File: config.mk
export PLATFORM = sky130hd
export DESIGN_NAME = nsr_top
export DESIGN_NICKNAME = d
export VERILOG_FILES = /design/src/hdl/nsr_pkg.sv /design/src/hdl/nsr_power.sv /design/src/hdl/nsr_sticky.sv /design/src/hdl/nsr_top.sv
export VERILOG_INCLUDE_DIRS = /design/src /design/src/hdl
export SDC_FILE = /design/constraint.sdc
export NUM_CORES = 1
export LEC_CHECK = 0
export ABC_AREA = 1
export BUFFER_PORTS_ARGS = -buffer_cell sky130_fd_sc_hd__buf_2
export CORE_MARGIN = 1.5
export CORE_UTILIZATION = 42
export CTS_BUF_LIST = sky130_fd_sc_hd__clkbuf_4 sky130_fd_sc_hd__clkbuf_8 sky130_fd_sc_hd__clkbuf_16
export DETAILED_ROUTE_END_ITERATION = 7
export PLACE_DENSITY = 0.84
export SETUP_SLACK_MARGIN = 0.05
export SLEW_MARGIN = 25
export SYNTH_ARGS = -nofsm -noshare
export SYNTH_HDL_FRONTEND = slang
export SYNTH_SLANG_ARGS = --single-unit
File: constraint.sdc
create_clock -name ref_clk_in -period 1.4 [get_ports ref_clk_in]
set_input_delay 0.42 -clock ref_clk_in [delete_from_list [all_inputs] [get_ports ref_clk_in]]
set_output_delay 0.42 -clock ref_clk_in [all_outputs]
set_load 0.005 [all_outputs]
File: src/hdl/nsr_regs.svh
// register offsets, field positions, reset values and setting codes of the flash status block
`ifndef NSR_REGS_SVH
`define NSR_REGS_SVH

// byte offsets on the register port
`define NSR_OFS_IRQ_ENABLE_CLEAR 8'h0c
`define NSR_OFS_IRQ_ENABLE_SET   8'h10
`define NSR_OFS_IRQ_FLAGS        8'h14
`define NSR_OFS_STATUS           8'h18
`define NSR_OFS_COMMAND_ADDRESS  8'h1c
`define NSR_OFS_REGION_LOCK      8'h20

// interrupt enable and flag layout
`define NSR_IRQ_READY_BIT 0
`define NSR_IRQ_ERROR_BIT 1
`define NSR_IRQ_MSB       1

// controller status layout
`define NSR_ST_POWER_REDUCED_BIT 0
`define NSR_ST_LOAD_BIT          1
`define NSR_ST_BAD_COMMAND_BIT   2
`define NSR_ST_LOCK_VIOL_BIT     3
`define NSR_ST_ARRAY_ERROR_BIT   4
`define NSR_ST_SECURITY_BIT      8
`define NSR_ST_STICKY_LSB        1
`define NSR_ST_STICKY_MSB        4

// field widths
`define NSR_ADDRESS_MSB 21
`define NSR_LOCK_MSB    15

// reset values
`define NSR_IRQ_ENABLE_RST 2'h0
`define NSR_STICKY_RST     1'h0
`define NSR_ADDRESS_RST    22'h000000
`define NSR_LOCK_RST       16'h0000
`define NSR_RDATA_RST      32'h00000000

// sleep power reduction setting codes
`define NSR_SLEEP_WAKE_ON_ACCESS 2'h0
`define NSR_SLEEP_WAKE_ON_EXIT   2'h1
`define NSR_SLEEP_DISABLED       2'h3

`endif

File: src/hdl/nsr_pkg.sv
// types shared by the flash status block
package nsr_pkg;

    // power reduction state, one-hot
    typedef enum logic [1:0] {
        NSR_ACTIVE  = 2'b01,
        NSR_REDUCED = 2'b10
    } nsr_power_e;

    // sleep power reduction setting code
    typedef logic [1:0]  nsr_sleep_t;

    // halfword address to the array
    typedef logic [21:0] nsr_address_t;

endpackage

File: src/hdl/nsr_power.sv
// power reduction state of the flash array
`timescale 1ns/1ps
`include "nsr_regs.svh"

module nsr_power (
    input  wire logic              ref_clk_in,   // block clock
    input  wire logic              reset_in,     // synchronous reset, high
    input  wire logic              enter_cmd_in, // enter command pulse
    input  wire logic              exit_cmd_in,  // exit command pulse
    input  wire logic              sleep_in_in,  // sleep entry pulse
    input  wire logic              sleep_out_in, // sleep exit pulse
    input  wire logic              access_in,    // bus access to the array
    input  nsr_pkg::nsr_sleep_t    setting_in,   // sleep setting
    output logic                   reduced_out   // in power reduction
);

    nsr_pkg::nsr_power_e state_q;   // current state
    nsr_pkg::nsr_power_e state_d;   // next state
    logic                auto_ok;   // sleep entry may reduce power

    // reserved code behaves like disabled
    assign auto_ok = (setting_in == `NSR_SLEEP_WAKE_ON_ACCESS) ||
                     (setting_in == `NSR_SLEEP_WAKE_ON_EXIT);

    // next state
    always_comb begin
        state_d = state_q;
        unique case (state_q)
            nsr_pkg::NSR_ACTIVE: begin
                // command, or sleep with auto reduction allowed
                if (enter_cmd_in || (sleep_in_in && auto_ok)) begin
                    state_d = nsr_pkg::NSR_REDUCED;
                end
            end
            nsr_pkg::NSR_REDUCED: begin
                // access, exit command, or sleep exit when set so
                if (access_in || exit_cmd_in ||
                    (sleep_out_in && setting_in == `NSR_SLEEP_WAKE_ON_EXIT)) begin
                    state_d = nsr_pkg::NSR_ACTIVE;
                end
            end
            default: begin
                state_d = nsr_pkg::NSR_ACTIVE;
            end
        endcase
    end

    // state register
    always_ff @(posedge ref_clk_in) begin
        if (reset_in) begin
            state_q <= nsr_pkg::NSR_ACTIVE;
        end else begin
            state_q <= state_d;
        end
    end

    // registered indication
    always_ff @(posedge ref_clk_in) begin
        if (reset_in) begin
            reduced_out <= 1'b0;
        end else begin
            reduced_out <= (state_d == nsr_pkg::NSR_REDUCED);
        end
    end

endmodule

File: src/hdl/nsr_sticky.sv
// bank of sticky flags, hardware set wins over write-one clear
`timescale 1ns/1ps
`include "nsr_regs.svh"

module nsr_sticky #(
    parameter int WIDTH = 1
) (
    input  wire logic             ref_clk_in,  // block clock
    input  wire logic             reset_in,    // synchronous reset, high
    input  wire logic [WIDTH-1:0] set_in,      // event pulses
    input  wire logic [WIDTH-1:0] clear_in,    // clear pulses
    output logic      [WIDTH-1:0] flag_out     // sticky flags
);

    // one flop per flag
    genvar i;
    generate
        for (i = 0; i < WIDTH; i = i + 1) begin : g_flag
            always_ff @(posedge ref_clk_in) begin
                if (reset_in) begin
                    flag_out[i] <= `NSR_STICKY_RST;
                end else if (set_in[i]) begin
                    // event in the clear cycle is kept
                    flag_out[i] <= 1'b1;
                end else if (clear_in[i]) begin
                    flag_out[i] <= 1'b0;
                end
            end
        end
    endgenerate

endmodule

File: src/hdl/nsr_top.sv
// status, interrupt, address and region lock registers of the flash controller
//
// Operation
// - one written to enable-clear drops that enable
// - one written to enable-set raises that enable
// - both enable registers show one shared set
// - error flag sticks on any error, write-one clears
// - ready flag reads zero while busy
// - reserved bits read zero, software writes zero
// - status bit 8 shows security state, read-only
// - status bit 4 latches array error
// - status bit 3 latches lock violation
// - status bit 2 latches bad command or key
// - status bit 1 marks page buffer loaded
// - power reduced bit follows commands, sleep, access
// - 22-bit halfword address drives the array
// - address follows page loads and software writes
// - region lock bits read-only, zero means locked
// - sleep setting picks automatic power reduction behaviour
`timescale 1ns/1ps
`include "nsr_regs.svh"

module nsr_top (
    input  wire logic        ref_clk_in,                       // 10 mhz block clock
    input  wire logic        reset_in,                         // synchronous reset, high
    // register port
    input  wire logic [7:0]  bus_address_in,                   // byte address
    input  wire logic [31:0] bus_wdata_in,                     // write data
    input  wire logic        bus_write_in,                     // write strobe
    input  wire logic        bus_read_in,                      // read strobe
    output logic      [31:0] bus_rdata_out,                    // read data, next cycle
    // controller events and state
    input  wire logic        busy_in,                          // programming or erasing
    input  wire logic        array_error_in,                   // array error pulse
    input  wire logic        lock_violation_error_in,          // locked region program pulse
    input  wire logic        bad_command_error_in,             // bad command or key pulse
    input  wire logic        page_load_in,                     // word loaded into page buffer
    input  wire logic [21:0] page_load_address_in,             // halfword target of the load
    input  wire logic        page_write_in,                    // page write command pulse
    input  wire logic        page_buffer_clear_cmd_in,         // page buffer clear pulse
    input  wire logic        command_execute_in,               // command execute pulse
    input  wire logic        security_active_in,               // security protection level
    // region lock update from the command logic
    input  wire logic        lock_update_in,                   // lock bits update pulse
    input  wire logic [15:0] lock_value_in,                    // new lock bits
    // power reduction control
    input  wire logic        enter_power_reduction_cmd_in,     // enter command pulse
    input  wire logic        exit_power_reduction_cmd_in,      // exit command pulse
    input  wire logic        sleep_enter_in,                   // sleep entry pulse
    input  wire logic        sleep_exit_in,                    // sleep exit pulse
    input  wire logic        array_access_in,                  // bus access to array pulse
    input  wire logic [1:0]  sleep_power_reduction_setting_in, // sleep setting code
    // outputs to the rest of the controller
    output logic [21:0]      command_address_out,              // live address register
    output logic [21:0]      exec_address_out,                 // address of last execute
    output logic [15:0]      region_lock_out,                  // lock bits, zero locked
    output logic             power_reduced_state_out,          // array in power reduction
    output logic             irq_out                           // interrupt request, level
);

    // decoded accesses
    logic                     wr_enable_clear;  // write to enable-clear
    logic                     wr_enable_set;    // write to enable-set
    logic                     wr_flags;         // write to flag register
    logic                     wr_status;        // write to status
    logic                     wr_address;       // write to address

    // interrupt state
    logic [`NSR_IRQ_MSB:0]    irq_enable_q;     // shared enable bits
    logic [`NSR_IRQ_MSB:0]    irq_enable_d;     // next enable bits
    logic [`NSR_IRQ_MSB:0]    irq_flags;        // current flag view
    logic                     error_flag;       // sticky error flag
    logic                     error_event;      // any error this cycle
    logic                     error_clear;      // write-one to error flag
    logic                     ready_q;          // registered ready level

    // status state
    logic [3:0]               status_set;       // events for status bits 4:1
    logic [3:0]               status_clear;     // clears for status bits 4:1
    logic [3:0]               status_flags;     // sticky status bits 4:1
    logic                     security_q;       // registered security level
    logic                     power_reduced;    // from power state machine

    // address and lock state
    nsr_pkg::nsr_address_t    address_q;        // command address register
    nsr_pkg::nsr_address_t    exec_address_q;   // latched at execute
    logic [`NSR_LOCK_MSB:0]   lock_q;           // region lock bits

    // read path
    logic [31:0]              rdata_d;          // read word before the flop
    logic [31:0]              rdata_q;          // read word register
    logic                     irq_q;            // interrupt register

    // write decode, one register per offset
    always_comb begin
        wr_enable_clear = bus_write_in && (bus_address_in == `NSR_OFS_IRQ_ENABLE_CLEAR);
        wr_enable_set   = bus_write_in && (bus_address_in == `NSR_OFS_IRQ_ENABLE_SET);
        wr_flags        = bus_write_in && (bus_address_in == `NSR_OFS_IRQ_FLAGS);
        wr_status       = bus_write_in && (bus_address_in == `NSR_OFS_STATUS);
        wr_address      = bus_write_in && (bus_address_in == `NSR_OFS_COMMAND_ADDRESS);
    end

    // enable bits: set and clear registers act on one copy
    always_comb begin
        irq_enable_d = irq_enable_q;
        if (wr_enable_set) begin
            // ones set, zeros leave alone
            irq_enable_d = irq_enable_q | bus_wdata_in[`NSR_IRQ_MSB:0];
        end else if (wr_enable_clear) begin
            // ones clear, zeros leave alone
            irq_enable_d = irq_enable_q & ~bus_wdata_in[`NSR_IRQ_MSB:0];
        end
    end

    // enable register
    always_ff @(posedge ref_clk_in) begin
        if (reset_in) begin
            irq_enable_q <= `NSR_IRQ_ENABLE_RST;
        end else begin
            irq_enable_q <= irq_enable_d;
        end
    end

    // error flag sources and write-one clear
    always_comb begin
        error_event = array_error_in || lock_violation_error_in || bad_command_error_in;
        error_clear = wr_flags && bus_wdata_in[`NSR_IRQ_ERROR_BIT];
    end

    // sticky error interrupt flag
    nsr_sticky #(
        .WIDTH (1)
    ) u_error_flag (
        .ref_clk_in (ref_clk_in),
        .reset_in   (reset_in),
        .set_in     (error_event),
        .clear_in   (error_clear),
        .flag_out   (error_flag)
    );

    // ready follows the busy level, no latching
    always_ff @(posedge ref_clk_in) begin
        if (reset_in) begin
            ready_q <= 1'b0;
        end else begin
            ready_q <= ~busy_in;
        end
    end

    // flag view shared by read path and interrupt
    always_comb begin
        irq_flags                     = '0;
        irq_flags[`NSR_IRQ_READY_BIT] = ready_q;
        irq_flags[`NSR_IRQ_ERROR_BIT] = error_flag;
    end

    // status events, one per sticky bit
    always_comb begin
        status_set   = '0;
        status_clear = '0;
        // array error
        status_set[`NSR_ST_ARRAY_ERROR_BIT - `NSR_ST_STICKY_LSB] = array_error_in;
        // lock violation
        status_set[`NSR_ST_LOCK_VIOL_BIT - `NSR_ST_STICKY_LSB]   = lock_violation_error_in;
        // bad command or key
        status_set[`NSR_ST_BAD_COMMAND_BIT - `NSR_ST_STICKY_LSB] = bad_command_error_in;
        // page buffer loaded
        status_set[`NSR_ST_LOAD_BIT - `NSR_ST_STICKY_LSB]        = page_load_in;
        // write-one clears any of bits 4:1
        if (wr_status) begin
            status_clear = bus_wdata_in[`NSR_ST_STICKY_MSB:`NSR_ST_STICKY_LSB];
        end
        // page write or buffer clear also drops the load mark
        if (page_write_in || page_buffer_clear_cmd_in) begin
            status_clear[`NSR_ST_LOAD_BIT - `NSR_ST_STICKY_LSB] = 1'b1;
        end
    end

    // sticky status bits 4:1
    nsr_sticky #(
        .WIDTH (4)
    ) u_status_flags (
        .ref_clk_in (ref_clk_in),
        .reset_in   (reset_in),
        .set_in     (status_set),
        .clear_in   (status_clear),
        .flag_out   (status_flags)
    );

    // security level, read-only mirror
    always_ff @(posedge ref_clk_in) begin
        if (reset_in) begin
            security_q <= 1'b0;
        end else begin
            security_q <= security_active_in;
        end
    end

    // power reduction state machine
    nsr_power u_power (
        .ref_clk_in   (ref_clk_in),
        .reset_in     (reset_in),
        .enter_cmd_in (enter_power_reduction_cmd_in),
        .exit_cmd_in  (exit_power_reduction_cmd_in),
        .sleep_in_in  (sleep_enter_in),
        .sleep_out_in (sleep_exit_in),
        .access_in    (array_access_in),
        .setting_in   (sleep_power_reduction_setting_in),
        .reduced_out  (power_reduced)
    );

    // address register, page loads win over software writes
    always_ff @(posedge ref_clk_in) begin
        if (reset_in) begin
            address_q <= `NSR_ADDRESS_RST;
        end else if (page_load_in) begin
            // follows each page buffer write
            address_q <= page_load_address_in;
        end else if (wr_address) begin
            // software supplies halfword offset, upper bits dropped
            address_q <= bus_wdata_in[`NSR_ADDRESS_MSB:0];
        end
    end

    // address handed to the array when a command runs
    always_ff @(posedge ref_clk_in) begin
        if (reset_in) begin
            exec_address_q <= `NSR_ADDRESS_RST;
        end else if (command_execute_in) begin
            exec_address_q <= address_q;
        end
    end

    // lock bits change only through the command logic
    always_ff @(posedge ref_clk_in) begin
        if (reset_in) begin
            lock_q <= `NSR_LOCK_RST;
        end else if (lock_update_in) begin
            lock_q <= lock_value_in;
        end
    end

    // read multiplexer, unmapped and reserved read zero
    always_comb begin
        rdata_d = `NSR_RDATA_RST;
        if (bus_read_in) begin
            unique case (bus_address_in)
                // both enable offsets show the same bits
                `NSR_OFS_IRQ_ENABLE_CLEAR: begin
                    rdata_d[`NSR_IRQ_MSB:0] = irq_enable_q;
                end
                `NSR_OFS_IRQ_ENABLE_SET: begin
                    rdata_d[`NSR_IRQ_MSB:0] = irq_enable_q;
                end
                // flag register, bits 31:2 zero
                `NSR_OFS_IRQ_FLAGS: begin
                    rdata_d[`NSR_IRQ_MSB:0] = irq_flags;
                end
                // status, reserved bits stay zero
                `NSR_OFS_STATUS: begin
                    rdata_d[`NSR_ST_POWER_REDUCED_BIT] = power_reduced;
                    rdata_d[`NSR_ST_STICKY_MSB:`NSR_ST_STICKY_LSB] = status_flags;
                    rdata_d[`NSR_ST_SECURITY_BIT] = security_q;
                end
                // address, bits 31:22 zero
                `NSR_OFS_COMMAND_ADDRESS: begin
                    rdata_d[`NSR_ADDRESS_MSB:0] = address_q;
                end
                // lock bits, read-only
                `NSR_OFS_REGION_LOCK: begin
                    rdata_d[`NSR_LOCK_MSB:0] = lock_q;
                end
                default: begin
                    rdata_d = `NSR_RDATA_RST;
                end
            endcase
        end
    end

    // read data register, valid the cycle after the strobe
    always_ff @(posedge ref_clk_in) begin
        if (reset_in) begin
            rdata_q <= `NSR_RDATA_RST;
        end else begin
            rdata_q <= rdata_d;
        end
    end

    // interrupt request from flags gated by enables
    always_ff @(posedge ref_clk_in) begin
        if (reset_in) begin
            irq_q <= 1'b0;
        end else begin
            irq_q <= |(irq_flags & irq_enable_q);
        end
    end

    // outputs straight from flops
    assign bus_rdata_out           = rdata_q;
    assign irq_out                 = irq_q;
    assign command_address_out     = address_q;
    assign exec_address_out        = exec_address_q;
    assign region_lock_out         = lock_q;
    assign power_reduced_state_out = power_reduced;

endmodule

# --- Yosys cells after proc, flatten, opt, wreduce, memory -nomap -nowiden ---
# Cells that the tools add are included.
totals:
  register_bits: 105
  inputBits: 99
  out_inout_bits: 94
  elab_cells: 85
op_classes:
  n_eq_ne: 10
  n_mux: 24
  bitwise: 7
  reduce_logical: 27
ops:
  columns: ["cell", "count"]
  rows:
  - ["$mux W22", 2]
  - ["$eq A8 B5 Y1 const B", 4]
  - ["$pmux W7 S2", 1]
  - ["$reduce_bool A2 Y1", 7]
  - ["$mux W1", 11]
  - ["$pmux W2 S5", 1]
  - ["$pmux W3 S3", 1]
  - ["$eq A8 B4 Y1 const B", 1]
  - ["$eq A8 B6 Y1 const B", 1]
  - ["$logic_and A1 B1 Y1", 8]
  - ["$mux W2", 4]
  - ["$logic_or A1 B1 Y1", 7]
  - ["$pmux W3 S2", 1]
  - ["$reduce_or A2 Y1", 3]
  - ["$and A2 B2 Y2", 2]
  - ["$eq A2 B1 Y1 const B", 2]
  - ["$eq A2 B2 Y1 const B", 2]
  - ["$mux W4", 1]
  - ["$pmux W2 S2", 1]
  - ["$not A1 Y1", 3]
  - ["$pmux W1 S3", 1]
  - ["$reduce_or A3 Y1", 1]
  - ["$logic_not A2 Y1", 1]
  - ["$not A2 Y2", 1]
  - ["$or A2 B2 Y2", 1]

# --- Logic depth before layout (Yosys ltp) ---
depth:
  depth_word: 7
  depth_mapped: 10
  depth_no_buf: 8

# --- By module ---
# From an unflattened synthesis, not the netlist that was laid out.
unflattened:
  hier_cells: 565
  area_unflattened_um2: 4093.9
modules_own_cells:
  columns: ["module", "instances", "cells_per_inst", "area_per_inst_um2", "seq_area_each_um2"]
  rows:
  - ["nsr_top", 1, 509, 3696.0, 1741.7]
  - ["nsr_power", 1, 31, 212.7, 60.1]
  - ["nsr_sticky at u_status_flags", 1, 20, 145.1, 80.1]
  - ["nsr_sticky at u_error_flag", 1, 5, 40.0, 20.0]

# --- Least setup slack after synthesis ---
# No wires, ideal clock.
synth_timing:
  kind: "input port to flip-flop"
  from: "in bus_address_in[6]"
  to: "reg address_q[13] (netlist: command_address_out[13])"
  setup_ps: 115
  arrival_ps: 1344
  required_ps: 1285
  setup_slack_ps: -59
  path_stages: 9
  path_buffers: 2
  path_cell_list: "inv_1 -> nand2_1 -> nor2_4 -> and2_1 -> buf_6 -> nand2_4 -> buf_2 -> a21oi_1 -> nor2_1"
synth_between:
  elab_chain_cells: 3
synth_lines:
  columns: ["item", "line_no", "rtl"]
  rows:
  - ["start: declaration", "nsr_top.sv:27", "input wire logic [7:0] bus_address_in,"]
  - ["$eq A8 B5 Y1", null, null]
  - ["$logic_and A1 B1 Y1", "nsr_top.sv:100", "wr_address = bus_write_in && (bus_address_in == `NSR_OFS_COMMAND_ADDRESS);"]
  - ["$reduce_bool A2 Y1 (no source line)", null, null]
  - ["end signal: assignment", "nsr_top.sv:215", "address_q <= `NSR_ADDRESS_RST;"]
  - ["end signal: assignment", "nsr_top.sv:218", "address_q <= page_load_address_in;"]
  - ["end signal: assignment", "nsr_top.sv:221", "address_q <= bus_wdata_in[`NSR_ADDRESS_MSB:0];"]
  - ["end: declaration", "nsr_top.sv:85", "nsr_pkg::nsr_address_t address_q;"]
# No other way between the ends.
# A chain may end at the register's enable or synchronous reset.

# --- Worst setup path in the final report ---
layout_timing:
  from: "reg address_q[2] (netlist: command_address_out[2])"
  to: "out command_address_out[2]"
layout_rtl:
  columns: ["item", "line_no", "rtl"]
  rows:
  - ["end: declaration", "nsr_top.sv:54", "output logic [21:0] command_address_out,"]
# No word-level cell between the ends.

==> impl_metrics.toml <==
[logic_synthesis]
synthCells = 569
synth.distinct_cells = 26
synth-simple-area-share_pct = 29.2
syn_area_per_cell_um2 = 7.14
synth_adder_area_share_pct = 0.616
seq_area_frac_synth_pct = 46.8
ys_warn_count = 0
ys_ff_latch = 95
synth_top_family_by_area = "simple AND/OR/NAND/NOR gates"
muxShareOfSynthArea_pct = 0
netlist_area_um2 = 4070
synth_xor_area_share_pct = 0
synth-compound-area-share_pct = 13.2

[routing]
vias_per_cell = 4.65
wl_per_cell_um = 12.3
wl_um = 10800
route.detailed.drc = 0
first_pass_iters = 6
drt_iter0_drc = 153
ant_nets = 0
num_vias = 4075

[finish]
layout.nets = 843
fin_util_pct = 58.3
fin_area_um2 = 5440
insertedDiodeCount = 0
drive_gt1_share_pct = 34.3
stdcell_count = 876
synthToLayoutAreaGrowth_pct = 33.9

[placed_design]
hpwlAfterDp_um = 8380
placed_area_um2 = 5270
post-place-cells = 860
place_congestion = 0.975
portBuffers = 172

[timing]
setup_violations = 0
drv_slew = 0
max_freq_mhz = 772
period_share_pct = 92.6
rsz0062_at_grt = "no"
min_period_ns = 1.30
final-hold-violation-count = 0
clock_skew_ns = 0.00659

[worst_hold_path]
min_path_type = "input port to register"

[clocking]
clock_path_buffers = 2
numCtsBuffers = 9
hold_buffers = 0
cts_tree = "built"
root_buffer = "clkbuf_8"
cts-htree-levels = 3
clock_sinks = 95
clkTransAtPathRegs_ns = 0.09
clk_latency_ns = 0.34

[global_route]
grt_use_total_pct = 21.0
antenna_found_initial = 0
grt_pass1_wl_um = 16900
overflow = 0
grt_max_degree = 45
first_global_vias = 3598

[worst_setup_path]
crit_chain = "buf_2"
path_class = "register to primary output"
critPathRequiredTime_ns = 0.98
worstSetupEndpointType = "primary output"
start_kind = "register"
critPathTopFamily = "flip-flops"
slowest_delay_ns = 0.39
arrival_ns = 0.88
cp_slowest_cell = "dfxtp_1"
critPathMaxFanout = 3
worst-path-buf-inv = 1

[pwr]
power_frac_comb_pct = 17.3
sequentialPowerShare_pct = 53.9
p_sw_share_pct = 28.1
ir_worst_vdd_mv = 0.514
p_leak_nw = 2.86
p_per_area_nw_per_um2 = 1020
p_sw_mw = 1.56
power_frac_clock_pct = 28.8
p_int_mw = 3.98

[floorplan]
die_y_um = 101
rows = 35
boundaryPins = 193
die-area_um2 = 10300
die_w_um = 101
core_area_um2 = 9330
initial_utilization_pct = 43.6

[status]
outcome = "complete, no violations"

[flow_run]
maxCapViolCount = 0
-- what timing repair did --
action                                  in CTS  in global routing
hold endpoints to repair                     0                  0
gates resized for setup                      0                  1
endpoints found under the setup margin       0                  1
setup buffers                                0                  0
-- power by group through the flow --
stage	clock network [mW]	logic [mW]	registers (mW)
after floorplan	0	0.539	3.04
after global placement	0	0.932	3.05
after detailed placement	0	0.957	3.05
after CTS	1.66	0.962	2.98
after global routing	1.77	1.09	3.01
final	1.60	0.957	2.99
-- metrics by stage --
stage	hold slack, ns	TNS (ns)	setup slack [ns]	power, mW
after floorplan	0.433	0	0.00584	3.58
after global placement	0.462	-5.70	-0.197	3.98
after detailed placement	0.461	-6.43	-0.212	4.00
after CTS	0.196	0	0.0522	5.61
after global routing	0.202	0	0.0595	5.87
final	0.216	0	0.104	5.54
-- cells in the final DEF (no fill, tap or decap), types with 4 or more instances in the layout --
master and instances:
buf_4 18, inv_1 44, buf_12 5, o21ai_0 46, nor2_1 73, nand3_2 10
dfxtp_1 94, clkbuf_8 9, o21ai_1 4, a21oi_1 32, nand3_1 45, a21oi_2 22
nand2_1 134, buf_2 172, conb_1 10
-- final cells by class --
| cell class | instances | area [um2] |
|---|---|---|
| timing repair buffer | 195 | 1100 |
| tap | 129 | 161 |
| multi-input combinational | 392 | 1890 |
| fill | 913 | 3890 |
| clock buffer | 11 | 139 |
| sequential | 95 | 1900 |
| clock inverter | 5 | 35.0 |
| inverter | 49 | 214 |
-- cells by family (layout without fill, tap and decap cells) --
kind of cell / after synthesis / after routing
adders and majority gates: 2 / 2
other: 1 / 10
AOI/OAI and AO/OA: 106 / 106
buffers and inverters: 91 / 260
DFF: 95 / 95
and+or+nand+nor: 274 / 274
-- path summary, 6_finish.rpt --
| path | startpoint | endpoint | slack, ns | depth (start not counted) |
|---|---|---|---|---|
| setup / recovery | command_address_out[2] | command_address_out[2] | 0.10 | 1 |
| setup reg to reg | u_power.state_q[0] | u_power.reduced_out | 0.27 | 5 |
| hold / removal | busy_in | ready_q | 0.22 | 2 |
| hold reg to reg | ready_q | irq_out | 0.48 | 2 |
-- synthesized netlist by cell type (all sizes together) --
| cell type | count | share of area (%) |
|---|---|---|
| nand2 | 138 | 13 |
| dfxtp | 95 | 47 |
| nor2 | 75 | 7.3 |
| nand3 | 55 | 8.0 |
| a21oi | 54 | 6.6 |
| o21ai | 50 | 6.2 |
| inv | 49 | 4.5 |
| buf | 22 | 3.8 |
| clkbuf | 20 | 1.8 |
| and2 | 2 | 0.31 |
| ha | 2 | 0.62 |
| nor3 | 2 | 0.25 |
| a21o | 1 | 0.18 |
| conb | 1 | 0.092 |
| nand4 | 1 | 0.15 |
| nor3b | 1 | 0.18 |
| o211ai | 1 | 0.18 |
-- sequential cells by signal (all words and copies together), names as in the netlist, named ones only --
register / count
exec_address_out: 22
irq_out: 1
ready_q: 1
bus_rdata_out: 22
u_error_flag.flag_out: 1
u_power.reduced_out: 1
u_power.state_q: 2
u_status_flags.flag_out: 4
command_address_out: 22
security_q: 1
region_lock_out: 16
-- layer usage --
metal	vias to the layer above	part of all wire, %	GRT usage (%)
met1	1784	47	28.1
li1	2132	-	-
met2	140	45	34.1
met4	0	2.2	8.23
met3	19	5.7	3.52
met5	-	0	0
Note: power is estimated with default switching activity, not from simulation.
